[src/lcc_pkg.sv]
// Constants and types shared by the ladder contact compare unit.
package lcc_pkg;

   // ----------------------------------------------------------------------
   // Data widths
   // ----------------------------------------------------------------------
   localparam int WORD_W  = 16;
   localparam int DWORD_W = 32;
   localparam int CODE_W  = 9;
   localparam int SUB_W   = 3;

   // ----------------------------------------------------------------------
   // Instruction code families (first code of each family)
   // ----------------------------------------------------------------------
   localparam logic [CODE_W-1:0] BIT_LOAD_BASE   = 9'h0d7;
   localparam logic [CODE_W-1:0] BIT_SERIES_BASE = 9'h0da;
   localparam logic [CODE_W-1:0] BIT_PAR_BASE    = 9'h0dd;
   localparam logic [CODE_W-1:0] CMP_LOAD_BASE   = 9'h0e0;
   localparam logic [CODE_W-1:0] CMP_SERIES_BASE = 9'h0e8;
   localparam logic [CODE_W-1:0] CMP_PAR_BASE    = 9'h0f0;

   // Highest offset inside a family.
   localparam logic [SUB_W-1:0]  BIT_LAST_SUB    = 3'h2;
   localparam logic [SUB_W-1:0]  CMP_LAST_SUB    = 3'h6;

   // Offsets inside a bitwise-test family.
   localparam logic [SUB_W-1:0]  OP_AND          = 3'h0;
   localparam logic [SUB_W-1:0]  OP_OR           = 3'h1;
   localparam logic [SUB_W-1:0]  OP_XOR          = 3'h2;

   // Offsets inside a relational family; offset 3 is an unused gap.
   localparam logic [SUB_W-1:0]  REL_EQ          = 3'h0;
   localparam logic [SUB_W-1:0]  REL_GT          = 3'h1;
   localparam logic [SUB_W-1:0]  REL_LT          = 3'h2;
   localparam logic [SUB_W-1:0]  REL_GAP         = 3'h3;
   localparam logic [SUB_W-1:0]  REL_NE          = 3'h4;
   localparam logic [SUB_W-1:0]  REL_LE          = 3'h5;
   localparam logic [SUB_W-1:0]  REL_GE          = 3'h6;

   // ----------------------------------------------------------------------
   // Types
   // ----------------------------------------------------------------------
   typedef enum logic [1:0] {
      SRC_REG   = 2'h0,
      SRC_CNT   = 2'h1,
      SRC_CONST = 2'h2
   } lcc_src_type;

   typedef enum logic [2:0] {
      JOIN_LOAD     = 3'b001,
      JOIN_SERIES   = 3'b010,
      JOIN_PARALLEL = 3'b100
   } lcc_join_type;

   typedef struct packed {
      logic             valid;
      logic             is_cmp;
      lcc_join_type     join_mode;
      logic [SUB_W-1:0] sub;
   } lcc_decode_type;

endpackage

[src/lcc_contact_unit.sv]
// Contact evaluation datapath for ladder bitwise-test and relational compare steps.
`timescale 1ns/10ps

// How it works
// - Bitwise-test family combines operands with AND, OR or XOR per its code.
// - Bitwise-test contact is on when the combined result is non-zero.
// - Load bitwise-test replaces the rung power flow with its own result.
// - Series bitwise-test ANDs its result into the preceding power flow.
// - Parallel bitwise-test ORs its result into the preceding power flow.
// - Every contact has a word form and a register-pair double-word form.
// - Load compare starts a rung from the busbar, replacing power flow.
// - Compare supports equal, greater, less, unequal, at-most and at-least.
// - Series compare ANDs its result into the preceding power flow.
// - Parallel compare ORs its result into the preceding power flow.
// - Relational compares treat both operands as signed values.
// - Operands come from registers, counter values or embedded constants.
module lcc_contact_unit (
   input  wire logic                                 clock,
   input  wire logic                                 rst_n,
   input  wire logic                                 step_valid,
   input  wire logic [lcc_pkg::CODE_W-1:0]           step_code,
   input  wire logic                                 double_word,
   input  wire lcc_pkg::lcc_src_type                 first_source_sel,
   input  wire logic [lcc_pkg::WORD_W-1:0]           first_reg_lo,
   input  wire logic [lcc_pkg::WORD_W-1:0]           first_reg_hi,
   input  wire logic [lcc_pkg::DWORD_W-1:0]          first_cnt_value,
   input  wire logic [lcc_pkg::DWORD_W-1:0]          first_const_value,
   input  wire lcc_pkg::lcc_src_type                 second_source_sel,
   input  wire logic [lcc_pkg::WORD_W-1:0]           second_reg_lo,
   input  wire logic [lcc_pkg::WORD_W-1:0]           second_reg_hi,
   input  wire logic [lcc_pkg::DWORD_W-1:0]          second_cnt_value,
   input  wire logic [lcc_pkg::DWORD_W-1:0]          second_const_value,
   output logic                                      power_flow_r,
   output logic                                      contact_r,
   output logic                                      step_done_r,
   output logic                                      bad_code_r
);

   // ----------------------------------------------------------------------
   // Decoding functions
   // ----------------------------------------------------------------------
   function automatic logic in_family(input logic [lcc_pkg::CODE_W-1:0] code,
                                      input logic [lcc_pkg::CODE_W-1:0] base,
                                      input logic [lcc_pkg::SUB_W-1:0]  last);
      logic [lcc_pkg::CODE_W-1:0] offs;
      offs = code - base;
      in_family = (code >= base) && (offs <= {{(lcc_pkg::CODE_W-lcc_pkg::SUB_W){1'b0}}, last});
   endfunction

   function automatic lcc_pkg::lcc_decode_type decode_op(
      input logic [lcc_pkg::CODE_W-1:0] code);
      lcc_pkg::lcc_decode_type    d;
      logic [lcc_pkg::CODE_W-1:0] base;
      d.valid     = 1'b1;
      d.is_cmp    = 1'b0;
      d.join_mode = lcc_pkg::JOIN_LOAD;
      base        = lcc_pkg::BIT_LOAD_BASE;
      if (in_family(code, lcc_pkg::BIT_LOAD_BASE, lcc_pkg::BIT_LAST_SUB)) begin
         base = lcc_pkg::BIT_LOAD_BASE;
      end else if (in_family(code, lcc_pkg::BIT_SERIES_BASE, lcc_pkg::BIT_LAST_SUB)) begin
         base        = lcc_pkg::BIT_SERIES_BASE;
         d.join_mode = lcc_pkg::JOIN_SERIES;
      end else if (in_family(code, lcc_pkg::BIT_PAR_BASE, lcc_pkg::BIT_LAST_SUB)) begin
         base        = lcc_pkg::BIT_PAR_BASE;
         d.join_mode = lcc_pkg::JOIN_PARALLEL;
      end else if (in_family(code, lcc_pkg::CMP_LOAD_BASE, lcc_pkg::CMP_LAST_SUB)) begin
         base     = lcc_pkg::CMP_LOAD_BASE;
         d.is_cmp = 1'b1;
      end else if (in_family(code, lcc_pkg::CMP_SERIES_BASE, lcc_pkg::CMP_LAST_SUB)) begin
         base        = lcc_pkg::CMP_SERIES_BASE;
         d.is_cmp    = 1'b1;
         d.join_mode = lcc_pkg::JOIN_SERIES;
      end else if (in_family(code, lcc_pkg::CMP_PAR_BASE, lcc_pkg::CMP_LAST_SUB)) begin
         base        = lcc_pkg::CMP_PAR_BASE;
         d.is_cmp    = 1'b1;
         d.join_mode = lcc_pkg::JOIN_PARALLEL;
      end else begin
         d.valid = 1'b0;
      end
      d.sub = lcc_pkg::SUB_W'(code - base);
      // The gap code inside each compare family is refused.
      if (d.is_cmp && d.sub == lcc_pkg::REL_GAP) begin
         d.valid = 1'b0;
      end
      decode_op = d;
   endfunction

   // ----------------------------------------------------------------------
   // Operand fetch
   // ----------------------------------------------------------------------
   wire logic [lcc_pkg::DWORD_W-1:0] first_operand;
   wire logic [lcc_pkg::DWORD_W-1:0] second_operand;

   // Double-word forms take {hi, lo} pairs, word forms the low word.
   lcc_operand_select u_first_sel (
      .src         (first_source_sel),
      .double_word (double_word),
      .reg_lo      (first_reg_lo),
      .reg_hi      (first_reg_hi),
      .cnt_value   (first_cnt_value),
      .const_value (first_const_value),
      .operand     (first_operand)
   );

   lcc_operand_select u_second_sel (
      .src         (second_source_sel),
      .double_word (double_word),
      .reg_lo      (second_reg_lo),
      .reg_hi      (second_reg_hi),
      .cnt_value   (second_cnt_value),
      .const_value (second_const_value),
      .operand     (second_operand)
   );

   // ----------------------------------------------------------------------
   // Contact evaluation
   // ----------------------------------------------------------------------
   wire lcc_pkg::lcc_decode_type     dec;
   wire logic [lcc_pkg::DWORD_W-1:0] width_mask;
   wire logic [lcc_pkg::DWORD_W-1:0] bit_and;
   wire logic [lcc_pkg::DWORD_W-1:0] bit_or;
   wire logic [lcc_pkg::DWORD_W-1:0] bit_xor;
   wire logic [lcc_pkg::DWORD_W-1:0] bit_result;
   wire logic                        rel_eq;
   wire logic                        rel_lt;
   wire logic                        rel_hold;
   wire logic                        contact_nxt;
   wire logic                        power_flow_nxt;
   wire logic                        take_step;

   assign dec        = decode_op(step_code);
   assign take_step  = step_valid && dec.valid;

   // Word forms ignore the sign extension above bit 15.
   assign width_mask = double_word ? {lcc_pkg::DWORD_W{1'b1}}
                                   : {{lcc_pkg::WORD_W{1'b0}}, {lcc_pkg::WORD_W{1'b1}}};
   assign bit_and    = first_operand & second_operand & width_mask;
   assign bit_or     = (first_operand | second_operand) & width_mask;
   assign bit_xor    = (first_operand ^ second_operand) & width_mask;
   assign bit_result = (dec.sub == lcc_pkg::OP_AND) ? bit_and :
                       (dec.sub == lcc_pkg::OP_OR)  ? bit_or  : bit_xor;

   assign rel_eq     = (first_operand == second_operand);
   assign rel_lt     = ($signed(first_operand) < $signed(second_operand));
   // Each relation is on exactly when its complement is off.
   assign rel_hold   = (dec.sub == lcc_pkg::REL_EQ) ? rel_eq :
                       (dec.sub == lcc_pkg::REL_GT) ? !rel_lt && !rel_eq :
                       (dec.sub == lcc_pkg::REL_LT) ? rel_lt :
                       (dec.sub == lcc_pkg::REL_NE) ? !rel_eq :
                       (dec.sub == lcc_pkg::REL_LE) ? rel_lt || rel_eq :
                       !rel_lt;

   assign contact_nxt = dec.is_cmp ? rel_hold : (bit_result != '0);

   // Load replaces the power flow, series ANDs it, parallel ORs it.
   assign power_flow_nxt =
      (dec.join_mode == lcc_pkg::JOIN_SERIES)   ? power_flow_r && contact_nxt :
      (dec.join_mode == lcc_pkg::JOIN_PARALLEL) ? power_flow_r || contact_nxt :
      contact_nxt;

   // ----------------------------------------------------------------------
   // State
   // ----------------------------------------------------------------------
   // A refused code leaves the rung power flow untouched and clears the contact.
   always_ff @(posedge clock or negedge rst_n) begin
      if (!rst_n) begin
         power_flow_r <= 1'b0;
         contact_r    <= 1'b0;
         step_done_r  <= 1'b0;
         bad_code_r   <= 1'b0;
      end else begin
         power_flow_r <= take_step ? power_flow_nxt : power_flow_r;
         contact_r    <= take_step && contact_nxt;
         step_done_r  <= step_valid;
         bad_code_r   <= step_valid && !dec.valid;
      end
   end

   wire logic load_bit    = take_step && !dec.is_cmp && dec.join_mode == lcc_pkg::JOIN_LOAD;
   wire logic load_cmp    = take_step && dec.is_cmp && dec.join_mode == lcc_pkg::JOIN_LOAD;
   wire logic series_step = take_step && dec.join_mode == lcc_pkg::JOIN_SERIES;
   wire logic par_step    = take_step && dec.join_mode == lcc_pkg::JOIN_PARALLEL;
   wire logic and_step    = take_step && !dec.is_cmp && dec.sub == lcc_pkg::OP_AND;
   wire logic lt_step     = take_step && dec.is_cmp && dec.sub == lcc_pkg::REL_LT;
   wire logic [lcc_pkg::DWORD_W-1:0] and_raw = first_operand & second_operand;
   wire logic signed [lcc_pkg::DWORD_W-1:0] first_s  = first_operand;
   wire logic signed [lcc_pkg::DWORD_W-1:0] second_s = second_operand;
   wire logic gap_code = step_valid && dec.is_cmp && dec.sub == lcc_pkg::REL_GAP;
endmodule

[src/lcc_operand_select.sv]
// Operand selector: register pair, counter value or embedded constant.
`timescale 1ns/10ps
module lcc_operand_select (
   input  wire lcc_pkg::lcc_src_type          src,
   input  wire logic                          double_word,
   input  wire logic [lcc_pkg::WORD_W-1:0]    reg_lo,
   input  wire logic [lcc_pkg::WORD_W-1:0]    reg_hi,
   input  wire logic [lcc_pkg::DWORD_W-1:0]   cnt_value,
   input  wire logic [lcc_pkg::DWORD_W-1:0]   const_value,
   output wire logic [lcc_pkg::DWORD_W-1:0]   operand
);

   wire logic [lcc_pkg::DWORD_W-1:0] raw_value;
   wire logic [lcc_pkg::WORD_W-1:0]  low_word;

   // Unknown selector codes read as a register so the output is never open.
   assign raw_value = (src == lcc_pkg::SRC_CNT)   ? cnt_value   :
                      (src == lcc_pkg::SRC_CONST) ? const_value :
                      {reg_hi, reg_lo};
   assign low_word  = raw_value[lcc_pkg::WORD_W-1:0];

   // Word forms are sign extended so one signed comparator serves both widths.
   assign operand   = double_word ? raw_value
                                  : {{lcc_pkg::WORD_W{low_word[lcc_pkg::WORD_W-1]}}, low_word};

endmodule

[config.mk]
export PLATFORM = sky130hd
export DESIGN_NAME = lcc_contact_unit
export DESIGN_NICKNAME = d
export VERILOG_FILES = /design/src/lcc_pkg.sv /design/src/lcc_contact_unit.sv /design/src/lcc_operand_select.sv
export SDC_FILE = /design/constraint.sdc
export NUM_CORES = 1
export LEC_CHECK = 0
export BUFFER_PORTS_ARGS = -buffer_cell sky130_fd_sc_hd__buf_2
export CORE_UTILIZATION = 31
export DETAILED_ROUTE_END_ITERATION = 16
export SETUP_SLACK_MARGIN = 0.02
export SLEW_MARGIN = 20
export SYNTH_ARGS = -nofsm -noshare
export SYNTH_HDL_FRONTEND = slang
export SYNTH_SLANG_ARGS = --single-unit
[constraint.sdc]
create_clock -name clock -period 1.68 [get_ports clock]
set_input_delay 0.504 -clock clock [delete_from_list [all_inputs] [get_ports clock]]
set_output_delay 0.504 -clock clock [all_outputs]
set_load 0.02 [all_outputs]
# Word-level counts from Yosys, hierarchy flattened
# Cells that the tools add are included.
# word_totals
out_inout_bits	4
elab_cells	97
input_bits	209
reg_bits	4
# op_classes
n_mux	36
n_lt_le_gt_ge	13
eq_ne	12
n_bitwise	6
n_reduce_logical	19
n_addsub	7
# op_table
op	n
$mux 32	9
$and 32x32->32	4
$ge 9x8->1 const B	6
$sub 9x8->9 const B	6
$eq 32x32->1	1
$lt 32x32->1	1
$or 32x32->32	1
$reduce_bool 32->1	1
$xor 32x32->32	1
$le 9x2->1 const B	3
$le 9x3->1 const B	3
$mux 3	9
$mux 1	13
$logic_and 1x1->1	12
$eq 3x2->1 const B	3
$eq 3x3->1 const B	3
$mux 4	2
$mux 5	1
$eq 2x1->1 const B	2
$eq 2x2->1 const B	2
$mux 2	2
$eq 3x1->1 const B	1
$logic_not 1->1	3
$logic_not 3->1	1
other kinds (2)	3

# Longest topological paths before layout
# Gate-level depths: netlist of the first run.
# logic_depth
ltp_word	20
depth_mapped	22
depth_no_buf	20

# Cells and area by module
# From an unflattened synthesis of the first run, not the netlist that was laid out.
# hier_totals
hier_cells	643
hier_area_um2	5306.3
# modules_own_cells
mod	n_inst	area_per_inst_um2	seq_area_each_um2	cells_per_inst
lcc_contact_unit	1	2979.1	100.1	373
lcc_operand_select	2	1163.6	0.0	135

# Least setup slack after synthesis of the first run
# Ideal clock, no wire load.
# synth_path
path_kind	input-to-reg
startpoint	input port first_source_sel[1]
endpoint	register contact_r
path_slack_ps	-2583
setup_ps	64
t_required_ps	1616
path_buffers	3
path_stages	17
t_arrival_ps	4199
path_cell_list	clkbuf_1 -> clkbuf_1 -> clkbuf_1 -> mux2i_1 -> a21oi_1 -> a21o_1 -> ha_1 -> nor4_1 -> nand4_1 -> nor2b_1 -> o41ai_1 -> o2111ai_1 -> mux2i_1 -> mux2_2 -> a21oi_2 -> and2_1 -> o21a_1
# synth_between
elab_chain_len	13
word_cells_on_any_way	27
cone_classes	order compare: 1; eq/ne: 3; mux: 11; bitwise: 6; reduce/logical: 6
# synth_lines
element	line_no	source
start: declaration	lcc_contact_unit.sv:23	input wire lcc_pkg::lcc_src_type first_source_sel,
$eq 2x2->1	lcc_operand_select.sv:18	(src == lcc_pkg::SRC_CONST) ? const_value :
$mux 32	lcc_operand_select.sv:18	
$mux 32 *	lcc_operand_select.sv:17	assign raw_value = (src == lcc_pkg::SRC_CNT) ? cnt_value :
$mux 32 *	lcc_operand_select.sv:23	assign operand = double_word ? raw_value
$lt 32x32->1 / $eq 32x32->1 (equally long branches)	lcc_contact_unit.sv:144, lcc_contact_unit.sv:143	
$logic_not 1->1 / $logic_or 1x1->1 (equally long branches)	lcc_contact_unit.sv:147, lcc_contact_unit.sv:151, lcc_contact_unit.sv:150	
$mux 1	lcc_contact_unit.sv:150	(dec.sub == lcc_pkg::REL_LE) ? rel_lt || rel_eq :
$mux 1	lcc_contact_unit.sv:149	(dec.sub == lcc_pkg::REL_NE) ? !rel_eq :
$mux 1	lcc_contact_unit.sv:148	(dec.sub == lcc_pkg::REL_LT) ? rel_lt :
$mux 1	lcc_contact_unit.sv:147	(dec.sub == lcc_pkg::REL_GT) ? !rel_lt && !rel_eq :
$mux 1	lcc_contact_unit.sv:146	assign rel_hold = (dec.sub == lcc_pkg::REL_EQ) ? rel_eq :
$mux 1 *	lcc_contact_unit.sv:153	assign contact_nxt = dec.is_cmp ? rel_hold : (bit_result != '0);
$logic_and 1x1->1 *	lcc_contact_unit.sv:173	contact_r <= take_step && contact_nxt;
end signal: assignment	lcc_contact_unit.sv:173	
end: declaration	lcc_contact_unit.sv:34	output logic contact_r,
# Every way passes the cells marked *; elsewhere a longest branch is shown, timed or not.
# A chain may end at the register's enable or synchronous reset.

# Worst setup path in the final report of the first run
# layout_path
startpoint	input port step_code[1] (netlist bit)
endpoint	register power_flow_r
# layout_between
elab_chain_len	20
word_cells_on_any_way	67
cone_classes	add/sub: 7; order compare: 12; eq/ne: 7; mux: 29; reduce/logical: 12
# layout_lines
element	line_no	source
start: declaration	lcc_contact_unit.sv:21	input wire logic [lcc_pkg::CODE_W-1:0] step_code,
$sub 9x8->9	lcc_contact_unit.sv:46	offs = code - base;
$le 9x3->1	lcc_contact_unit.sv:47	in_family = (code >= base) && (offs <= {{(lcc_pkg::CODE_W-lcc_pkg::SUB_W){1'b0}}, last});
$logic_and 1x1->1	lcc_contact_unit.sv:47	
$mux 3	lcc_contact_unit.sv:73	end else if (in_family(code, lcc_pkg::CMP_PAR_BASE, lcc_pkg::CMP_LAST_SUB)) begin
$mux 3	lcc_contact_unit.sv:69	end else if (in_family(code, lcc_pkg::CMP_SERIES_BASE, lcc_pkg::CMP_LAST_SUB)) begin
$mux 3	lcc_contact_unit.sv:66	end else if (in_family(code, lcc_pkg::CMP_LOAD_BASE, lcc_pkg::CMP_LAST_SUB)) begin
$mux 3	lcc_contact_unit.sv:63	end else if (in_family(code, lcc_pkg::BIT_PAR_BASE, lcc_pkg::BIT_LAST_SUB)) begin
$mux 3	lcc_contact_unit.sv:60	end else if (in_family(code, lcc_pkg::BIT_SERIES_BASE, lcc_pkg::BIT_LAST_SUB)) begin
(+4 left out)	--	
$mux 1	lcc_contact_unit.sv:149	
$mux 1	lcc_contact_unit.sv:148	
$mux 1	lcc_contact_unit.sv:147	
$mux 1	lcc_contact_unit.sv:146	
$mux 1	lcc_contact_unit.sv:153	
$logic_or 1x1->1	lcc_contact_unit.sv:158	(dec.join_mode == lcc_pkg::JOIN_PARALLEL) ? power_flow_r || contact_nxt :
$mux 1	lcc_contact_unit.sv:158	
$mux 1	lcc_contact_unit.sv:157	(dec.join_mode == lcc_pkg::JOIN_SERIES) ? power_flow_r && contact_nxt :
end signal: assignment	lcc_contact_unit.sv:172	power_flow_r <= take_step ? power_flow_nxt : power_flow_r;
end: declaration	lcc_contact_unit.sv:33	output logic power_flow_r,
# Several ways; a longest one is shown, not always the timed one.

==> results_dict.tcl, run 1 <==
set metrics [dict create \
    status "finished with violations" \
    violations "negative setup slack" \
    layout_commonest_cell "buf_2" \
    postRouteAntennaNets 0 \
    dp.cells 1294 \
    dr.pass1.iters 4 \
    nFillCells 1661 \
    cts_buffers 3 \
    grtUsageTotal 0.190 \
    chipHeight_um 134 \
    cts_tree "done" \
    hp-class "input pin to asynchronous set/reset pin" \
    p_leak_nw 4.53 \
    drtIter0Drc 196 \
    htreeDepth 1 \
    fin_crit_ps 4060 \
    antenna_found_initial 1 \
    maxSlewViolCount 0 \
    clock-root-buffer "clkbuf_16" \
    clock-sinks 4 \
    synthArstFlopShare 1.00 \
    crit_type "input pin to flop" \
    reg2reg_depth 4 \
    synth.cell_area_mm2 0.00536 \
    timing.rr.end "power_flow_r" \
    ios 213 \
    synth_nets 1046 \
    grt_pass1_vias 5998 \
    viasPerCell 4.84 \
    core_area_mm2 0.0168 \
    rsz0062_at_grt "yes" \
    path_clk_slew_ps 30 \
    drive_gt1_frac 0.429 \
    gr-total-overflow 0 \
    tightest_slew_ps 468 \
    drc 0 \
    netlist_instances 725 \
    place.gp.congestion 0.871 \
    final_cell_mix "buf_2 (209), buf_4 (181), ha_1 (109)" \
    synth_edf_count 0 \
    ir_drop_v 0.000251 \
    worstSkewPairLatency_ps 220 \
    p_per_area_mw_per_mm2 350 \
    crit_required_ps 1820 \
    reg2reg_slack_ps 780 \
    grt_start_max_net_pins 36 \
    skew_ps 0 \
    max_slew_margin 0.680 \
    synth-seq-area-share 0.0187 \
    synth.avg_cell_area_um2 7.40 \
    routed_wl_um 17800 \
    cap_violations 0 \
    numPortBuffers 212 \
    cp-end-kind "flop" \
    ys_types 65 \
    fp.dieArea_mm2 0.0178 \
    vias 6297 \
    die_w_um 134 \
    timing.fmax_mhz 246 \
    row_count 47 \
    finalCritPeriodShare 2.42 \
    grt_pass1_wl_um 28000 \
    crit_arrival_ps 4200 \
    yosysWarnings 0 \
    start_util 0.320 \
    ys_ff_latch 4 \
    dp_hpwl_um 15500 \
    post_drt_wl_per_cell_um 13.7 \
    worst_slack_ps -2380 \
    synthFlopType "dfrtp_1" \
    whs_ps 87.6 \
    instances_no_fill 1300 \
    hold_viol 0 \
    reg2reg_from "power_flow_r" \
    nets 1402 \
    critical_path_peak_fanout 6 \
    critPathLaunchType "input pin" \
    clk_path_buf_depth 2 \
    syn_to_final_growth_pct 52.4 \
    setup_viol 3 \
]
[through the flow]
step / worst slack (ps) / power (mW) / utilization / TNS, ps / instance area [um2]
CTS: -2390 / 2.86 / 0.486 / -6380 / 8140
global route: -2590 / 3.14 / 0.487 / -6980 / 8170
detailed placement: -2870 / 2.43 / 0.477 / -7510 / 7990
floorplan: -2420 / 1.33 / - / -6280 / 5400
global placement: -2730 / 2.41 / 0.477 / -7240 / 7990
finish: -2380 / 2.86 / 0.488 / -6390 / 8170
[layer usage]
metal	track usage	wire length, um	vias up
li1	-	-	3291
met1	0.236	8050	2842
met2	0.363	8780	152
met3	0.0141	752	12
met4	0.0208	176	0
met5	0	0	-
[sequential cells by signal, summed over array words and instances, names as in the netlist]
| signal | flops |
|---|---|
| power_flow_r | 1 |
| step_done_r | 1 |
| bad_code_r | 1 |
| contact_r | 1 |
[cells in the mapped netlist (all sizes together), types with 3 or more instances]
| cell | count | area (um2) |
|---|---|---|
| nor4 | 14 | 87.6 |
| mux2 | 34 | 387 |
| and2 | 4 | 25.0 |
| o21ai | 41 | 205 |
| nand4 | 13 | 81.3 |
| and3 | 3 | 18.8 |
| mux2i | 66 | 661 |
| nor3 | 11 | 65.1 |
| dfrtp | 4 | 100 |
| a31oi | 5 | 31.3 |
| nand2b | 6 | 37.5 |
| o2111ai | 3 | 26.3 |
| nand3 | 3 | 15.0 |
| nor2 | 19 | 71.3 |
| a21oi | 60 | 304 |
| a21o | 34 | 255 |
| buf | 16 | 86.3 |
| o31ai | 5 | 37.5 |
| nand2 | 40 | 153 |
| o21a | 3 | 22.5 |
| ha | 111 | 1390 |
| inv | 87 | 327 |
| clkbuf | 31 | 116 |
| nor2b | 38 | 238 |
| a211oi | 34 | 255 |
[timing repair]
action | 4_1_cts | 5_1_grt
resized for setup | 12 | 7
pin swaps | 2 | 5
endpoints found under the setup margin | 3 | 3
buffers inserted | 2 | 0
hold endpoints to repair | 0 | 0
hold buffers | 0 | 0
[where the power goes]
| part | leakage [nW] | switching [mW] | internal, mW |
|---|---|---|---|
| clock | 0.0370 | 0.0640 | 0.304 |
| combinational | 4.44 | 1.14 | 1.23 |
| sequential | 0.0490 | 0.00963 | 0.113 |
[cell type report]
| type | count | area [um2] | share of cell area |
|---|---|---|---|
| multi-input cells | 587 | 4840 | 0.592 |
| repair buffers | 398 | 2550 | 0.312 |
| inverters | 87 | 330 | 0.0404 |
| well taps | 220 | 275 | 0.0337 |
| flip-flops and latches | 4 | 100 | 0.0122 |
| clock buffers | 3 | 75.1 | 0.00919 |
| diodes | 1 | 2.50 | 0.000306 |
[critical path, stage by stage]
cell        delay (ps)
buf_8               70
clkinvlp_4         130
ha_4               200
nand4b_1           220
a221o_1            320
a221o_1            380
a21o_1             170
nand2_1             60
ha_2               170
inv_2               30
fa_2               370
xor2_4             210
inv_2               50
a32o_2             270
buf_4              140
o31ai_2            200
o31ai_2            130
and3_1             190
a31o_2             210
nor3_2             170
[kinds of logic after synthesis]
| kind of cell | after synthesis | synth area share |
|---|---|---|
| AOI/OAI and AO/OA | 205 | 0.246 |
| xor gates and xnor gates | 4 | 0.00654 |
| adders and majority gates | 112 | 0.263 |
| buffers and inverters | 134 | 0.0987 |
| DFF | 4 | 0.0187 |
| muxes | 100 | 0.195 |
| and+or+nand+nor | 166 | 0.172 |
[worst max-delay path by stage]
stage                             from      endpoint  slack, ps  depth (start not counted)
after global routing      step_code[1]  power_flow_r      -2590                         19
after floorplan           step_code[1]     contact_r      -2420                         19
after global placement    step_code[1]  power_flow_r      -2730                         19
after detailed placement  step_code[1]  power_flow_r      -2870                         19
final                     step_code[1]  power_flow_r      -2380                         20
after CTS                 step_code[1]  power_flow_r      -2390                         20
Power figures use the tool's default switching activity.
==> inputs of run 2 (changes only) <==
--- a/config.mk
+++ b/config.mk
@@ -6,8 +6,11 @@
 export NUM_CORES = 1
 export LEC_CHECK = 0
 export BUFFER_PORTS_ARGS = -buffer_cell sky130_fd_sc_hd__buf_2
-export CORE_UTILIZATION = 31
+export CELL_PAD_IN_SITES_DETAIL_PLACEMENT = 2
+export CELL_PAD_IN_SITES_GLOBAL_PLACEMENT = 2
+export CORE_UTILIZATION = 29
 export DETAILED_ROUTE_END_ITERATION = 16
+export PLACE_DENSITY_LB_ADDON = 0.1
 export SETUP_SLACK_MARGIN = 0.02
 export SLEW_MARGIN = 20
 export SYNTH_ARGS = -nofsm -noshare
==> constraint.sdc (replaced) <==
create_clock -name clock -period 1.68 [get_ports clock]
set_input_delay 0.504 -clock clock [delete_from_list [all_inputs] [get_ports clock]]
set_output_delay 0.504 -clock clock [all_outputs]
set_load 0.1 [all_outputs]
==> run 2 against run 1 <==
The run still ends with negative setup slack left; wire length rose by 30%; setup slack got worse by 200 ps; sequential cell count did not move; count of clock-buffer cells in the layout did not move.
==> results_dict.tcl, run 2 (synthesis results as in run 1) <==
set metrics [dict create \
    hp-class "input pin to asynchronous set/reset pin" \
    start_util 0.297 \
    numPortBuffers 212 \
    ios 213 \
    clk_path_buf_depth 2 \
    drive_gt1_frac 0.419 \
    nets 1383 \
    setup_viol 3 \
    antenna_found_initial 0 \
    whs_ps 84.5 \
    place.gp.congestion 0.854 \
    p_leak_nw 4.42 \
    clock-sinks 4 \
    p_per_area_mw_per_mm2 385 \
    drtIter0Drc 144 \
    violations "negative setup slack" \
    clock-root-buffer "clkbuf_16" \
    grt_start_max_net_pins 51 \
    worst_slack_ps -2580 \
    nFillCells 2165 \
    hold_viol 0 \
    crit_arrival_ps 4410 \
    gr-total-overflow 0 \
    grt_pass1_wl_um 35100 \
    finalCritPeriodShare 2.54 \
    routed_wl_um 23000 \
    cp-end-kind "flop" \
    vias 6526 \
    crit_type "input pin to flop" \
    cp_cell_sequence "buf_8 -> clkinvlp_4 -> ha_4 -> nand4b_1 -> a221o_1 -> a221o_1 -> a21o_1 -> nand2_1 -> ha_2 -> inv_2 -> fa_2 -> xor2_4 -> inv_2 -> a32o_2 -> buf_4 -> o31ai_4 -> o31ai_4 -> and3_1 -> a31o_2 -> nor3_2" \
    cp_slowest_cell "a221o_1" \
    power_mw 3.08 \
    crit_buf_inv 5 \
    critical_path_peak_fanout 6 \
    fin_util 0.444 \
    htreeDepth 1 \
    post_drt_wl_per_cell_um 17.9 \
    ir_drop_v 0.000304 \
    cts_buffers 3 \
    critPathLaunchType "input pin" \
    max_slew_margin 0.603 \
    path_clk_slew_ps 30 \
    maxSlewViolCount 0 \
    cp_top_family "compound AO/OA/AOI/OAI gates" \
    dp_hpwl_um 19700 \
    core_area_mm2 0.0180 \
    fp.dieArea_mm2 0.0190 \
    skew_ps 0 \
    die_w_um 138 \
    syn_to_final_growth_pct 49.2 \
    grt_pass1_vias 7294 \
    fin_crit_ps 4260 \
    viasPerCell 5.06 \
    tightest_slew_ps 595 \
    rsz0062_at_grt "yes" \
    max_stage_delay_ps 370 \
    hold_buffers 0 \
    chipHeight_um 138 \
    antennaDiodeCount 0 \
    path_depth 20 \
    timing.fmax_mhz 235 \
    grtUsageTotal 0.233 \
    dr.pass1.iters 4 \
    worstSkewPairLatency_ps 230 \
    final_cell_mix "buf_2 (209), buf_4 (166), ha_1 (109)" \
    cts_tree "done" \
    row_count 49 \
    crit_required_ps 1830 \
    reg2reg_depth 4 \
    postRouteAntennaNets 0 \
    cap_violations 0 \
    status "finished with violations" \
    layout_commonest_cell "buf_2" \
    drc 0 \
]
==> run 2: cell types whose count changed in the layout (fill, tap and decap cells not counted), sizes merged <==
cell,delta
diode,-1
buf,-19
==> run 2: final timing paths <==
kind                         startpoint           end  slack, ps
min                               rst_n    bad_code_r         80
min in group clock           step_valid   step_done_r        480
min reg2reg                power_flow_r  power_flow_r        720
max reg2reg                power_flow_r  power_flow_r        720
max                        step_code[1]  power_flow_r      -2580
max in group asynchronous         rst_n     contact_r       1460
==> run 2: routing by layer <==
metal	part of all wire	global-route usage
met1	0.38	0.235
met2	0.57	0.505
met3	0.024	0.0106
met4	0.022	0.0568
met5	0	0
==> run 2: repair_timing <==
item / CTS / global route
buffers inserted: 4 / 0
resized for setup: 18 / 5
cloned: 0 / 0
setup endpoints to repair: 3 / 3
pin swaps: 1 / 5
==> run 2: report_power, final <==
group          total [mW]  internal, mW  switching [mW]
clock network       0.387         0.305          0.0815
logic                2.57          1.22            1.36
registers           0.121         0.113         0.00802
total                3.08          1.64            1.45
==> run 2: cell type report <==
cell class	count	area (um2)	share of cell area
flip-flops and latches	4	100	0.0125
clock buffers	3	75.1	0.00939
well taps	229	287	0.0358
repair buffers	379	2360	0.295
multi-input cells	587	4850	0.606
inverters	87	330	0.0413
==> run 2: metrics by stage <==
stage	area (um2)	setup WS [ps]	setup TNS (ps)	cells
after floorplan	5400	-2420	-6280	725
after global placement	7790	-2800	-7480	1282
after detailed placement	7790	-3210	-8400	1282
after CTS	7970	-2520	-6790	1289
after global routing	8000	-2790	-7420	1289
final	8000	-2580	-6880	1289
==> run 2: worst register-to-register path, delay by kind of cell (launching register included) <==
kind	cells	cell delay, ps
AND/OR/NAND/NOR	1	70
flip-flops	1	370
buffers and inverters	1	90
AO/OA/AOI/OAI	2	310
==> inputs of run 3 (changes only) <==
--- a/config.mk
+++ b/config.mk
@@ -10,6 +10,7 @@
 export CELL_PAD_IN_SITES_GLOBAL_PLACEMENT = 2
 export CORE_UTILIZATION = 29
 export DETAILED_ROUTE_END_ITERATION = 16
+export MAX_ROUTING_LAYER = met4
 export PLACE_DENSITY_LB_ADDON = 0.1
 export SETUP_SLACK_MARGIN = 0.02
 export SLEW_MARGIN = 20
==> run 3 against run 2 <==
Die area unchanged; global-route usage up 0.97 points; worst hold slack worse by 3.5 ps; highest routed layer unchanged; the run still ends with negative setup slack left; sequential share of layout area about the same; critical path type unchanged; non-clock buffer count down 7; via count about the same; setup slack better by 87 ps; cell area down 0.49%; wire length down 1.1%; fmax up 2.1%.
==> results_dict.tcl, run 3 (synthesis results as in run 1) <==
set metrics [dict create \
    reg2reg_slack_ps 700 \
    max_slew_margin 0.561 \
    reg2reg_from "power_flow_r" \
    path_clk_slew_ps 30 \
    final_cell_area_mm2 0.00796 \
    hold_viol 0 \
    hold_buffers 0 \
    core_area_mm2 0.0180 \
    critPathLaunchType "input pin" \
    finalCritPeriodShare 2.48 \
    row_count 49 \
    nets 1376 \
    setup_tns_ps -6840 \
    viasPerCell 5.09 \
    ir_drop_v 0.000394 \
    skew_ps 0 \
    status "finished with violations" \
    dp_slack_ps -3060 \
    worst_slack_ps -2490 \
    timing.fmax_mhz 240 \
    fin_util 0.442 \
    grt_pass1_vias 7334 \
    p_per_area_mw_per_mm2 385 \
    instances_no_fill 1282 \
    antenna_found_initial 0 \
    tightest_slew_ps 658 \
    ios 213 \
    crit_type "input pin to flop" \
    rsz0062_at_grt "yes" \
    critical_path_peak_fanout 6 \
    postRouteAntennaNets 0 \
    setup_viol 3 \
    die_w_um 138 \
    reg2reg_depth 4 \
    cts_tree "done" \
    clk_path_buf_depth 2 \
    htreeDepth 1 \
    crit_arrival_ps 4290 \
    clock-root-buffer "clkbuf_16" \
    cp-end-kind "flop" \
    start_util 0.297 \
    numPortBuffers 212 \
    drive_gt1_frac 0.417 \
    gr-total-overflow 0 \
    power_mw 3.06 \
    worstSkewPairLatency_ps 230 \
    routed_wl_um 22800 \
    grtUsageTotal 0.243 \
    timing.rr.end "power_flow_r" \
    whs_ps 81.0 \
    antennaDiodeCount 0 \
    grt_pass1_wl_um 35600 \
    drtIter0Drc 101 \
    drc 0 \
    cap_violations 0 \
    nFillCells 2159 \
    post_drt_wl_per_cell_um 17.8 \
    fin_crit_ps 4170 \
    maxSlewViolCount 0 \
    crit_required_ps 1790 \
    hp-class "input pin to asynchronous set/reset pin" \
    grt_start_max_net_pins 51 \
    syn_to_final_growth_pct 48.4 \
    place.gp.congestion 0.912 \
    critPathLaunch "step_code[1]" \
    cts_buffers 3 \
    clock-sinks 4 \
    layout_commonest_cell "buf_2" \
    chipHeight_um 138 \
    violations "negative setup slack" \
    dpl_cell_area_mm2 0.00774 \
    fp.dieArea_mm2 0.0190 \
    p_leak_nw 4.39 \
    final_cell_mix "buf_2 (209), buf_4 (158), ha_1 (109)" \
    dr.pass1.iters 4 \
    vias 6531 \
    dp_hpwl_um 19400 \
    dp.cells 1277 \
]
[run 3: power by group]
part	internal (mW)	leakage, nW	switching, mW
Combinational	1.20	4.30	1.36
Sequential	0.113	0.0490	0.0101
Clock	0.305	0.0370	0.0752
Total	1.62	4.39	1.44
[run 3: worst max-delay path: stages]
cell        delay [ps]
buf_8               80
clkinvlp_4         140
ha_4               200
nand4b_1           240
a221o_1            340
a221o_1            360
a21o_1             170
nand2_1             60
ha_2               170
inv_2               30
fa_2               370
xor2_4             210
inv_1               70
a32o_2             270
buf_4              150
nor3_1             260
mux2_2             240
a21oi_2             80
and2_4             170
o21a_1             150
[run 3: worst max path at each step]
stage,slack [ps],cells after the start,to
after floorplan,-2420,19,contact_r
after global placement,-2790,19,power_flow_r
after detailed placement,-3060,19,power_flow_r
after CTS,-2460,20,power_flow_r
after global routing,-2710,20,power_flow_r
final,-2490,20,contact_r
[run 3: routing by layer]
| metal | part of all wire | routed length (um) | track usage | vias up |
|---|---|---|---|---|
| met5 | 0 | 0 | - | - |
| met4 | 0.027 | 616 | 0.0719 | 0 |
| met3 | 0.024 | 535 | 0.00987 | 37 |
| met2 | 0.56 | 12800 | 0.500 | 144 |
| met1 | 0.39 | 8790 | 0.242 | 3121 |
| li1 | - | - | - | 3229 |
[run 3: layout make-up]
type,instances,area (um2),share of cell area
sequential,4,100,0.0126
multi-input combinational,587,4870,0.611
timing repair buffer,372,2300,0.289
tap,229,287,0.0360
clock buffer,3,75.1,0.00943
inverter,87,330,0.0415
[run 3: what timing repair did]
| item | 4_1_cts | 5_1_grt |
|---|---|---|
| pin swaps | 8 | 1 |
| endpoints found under the setup margin | 3 | 3 |
| buffers inserted | 2 | 0 |
| resized for setup | 23 | 4 |
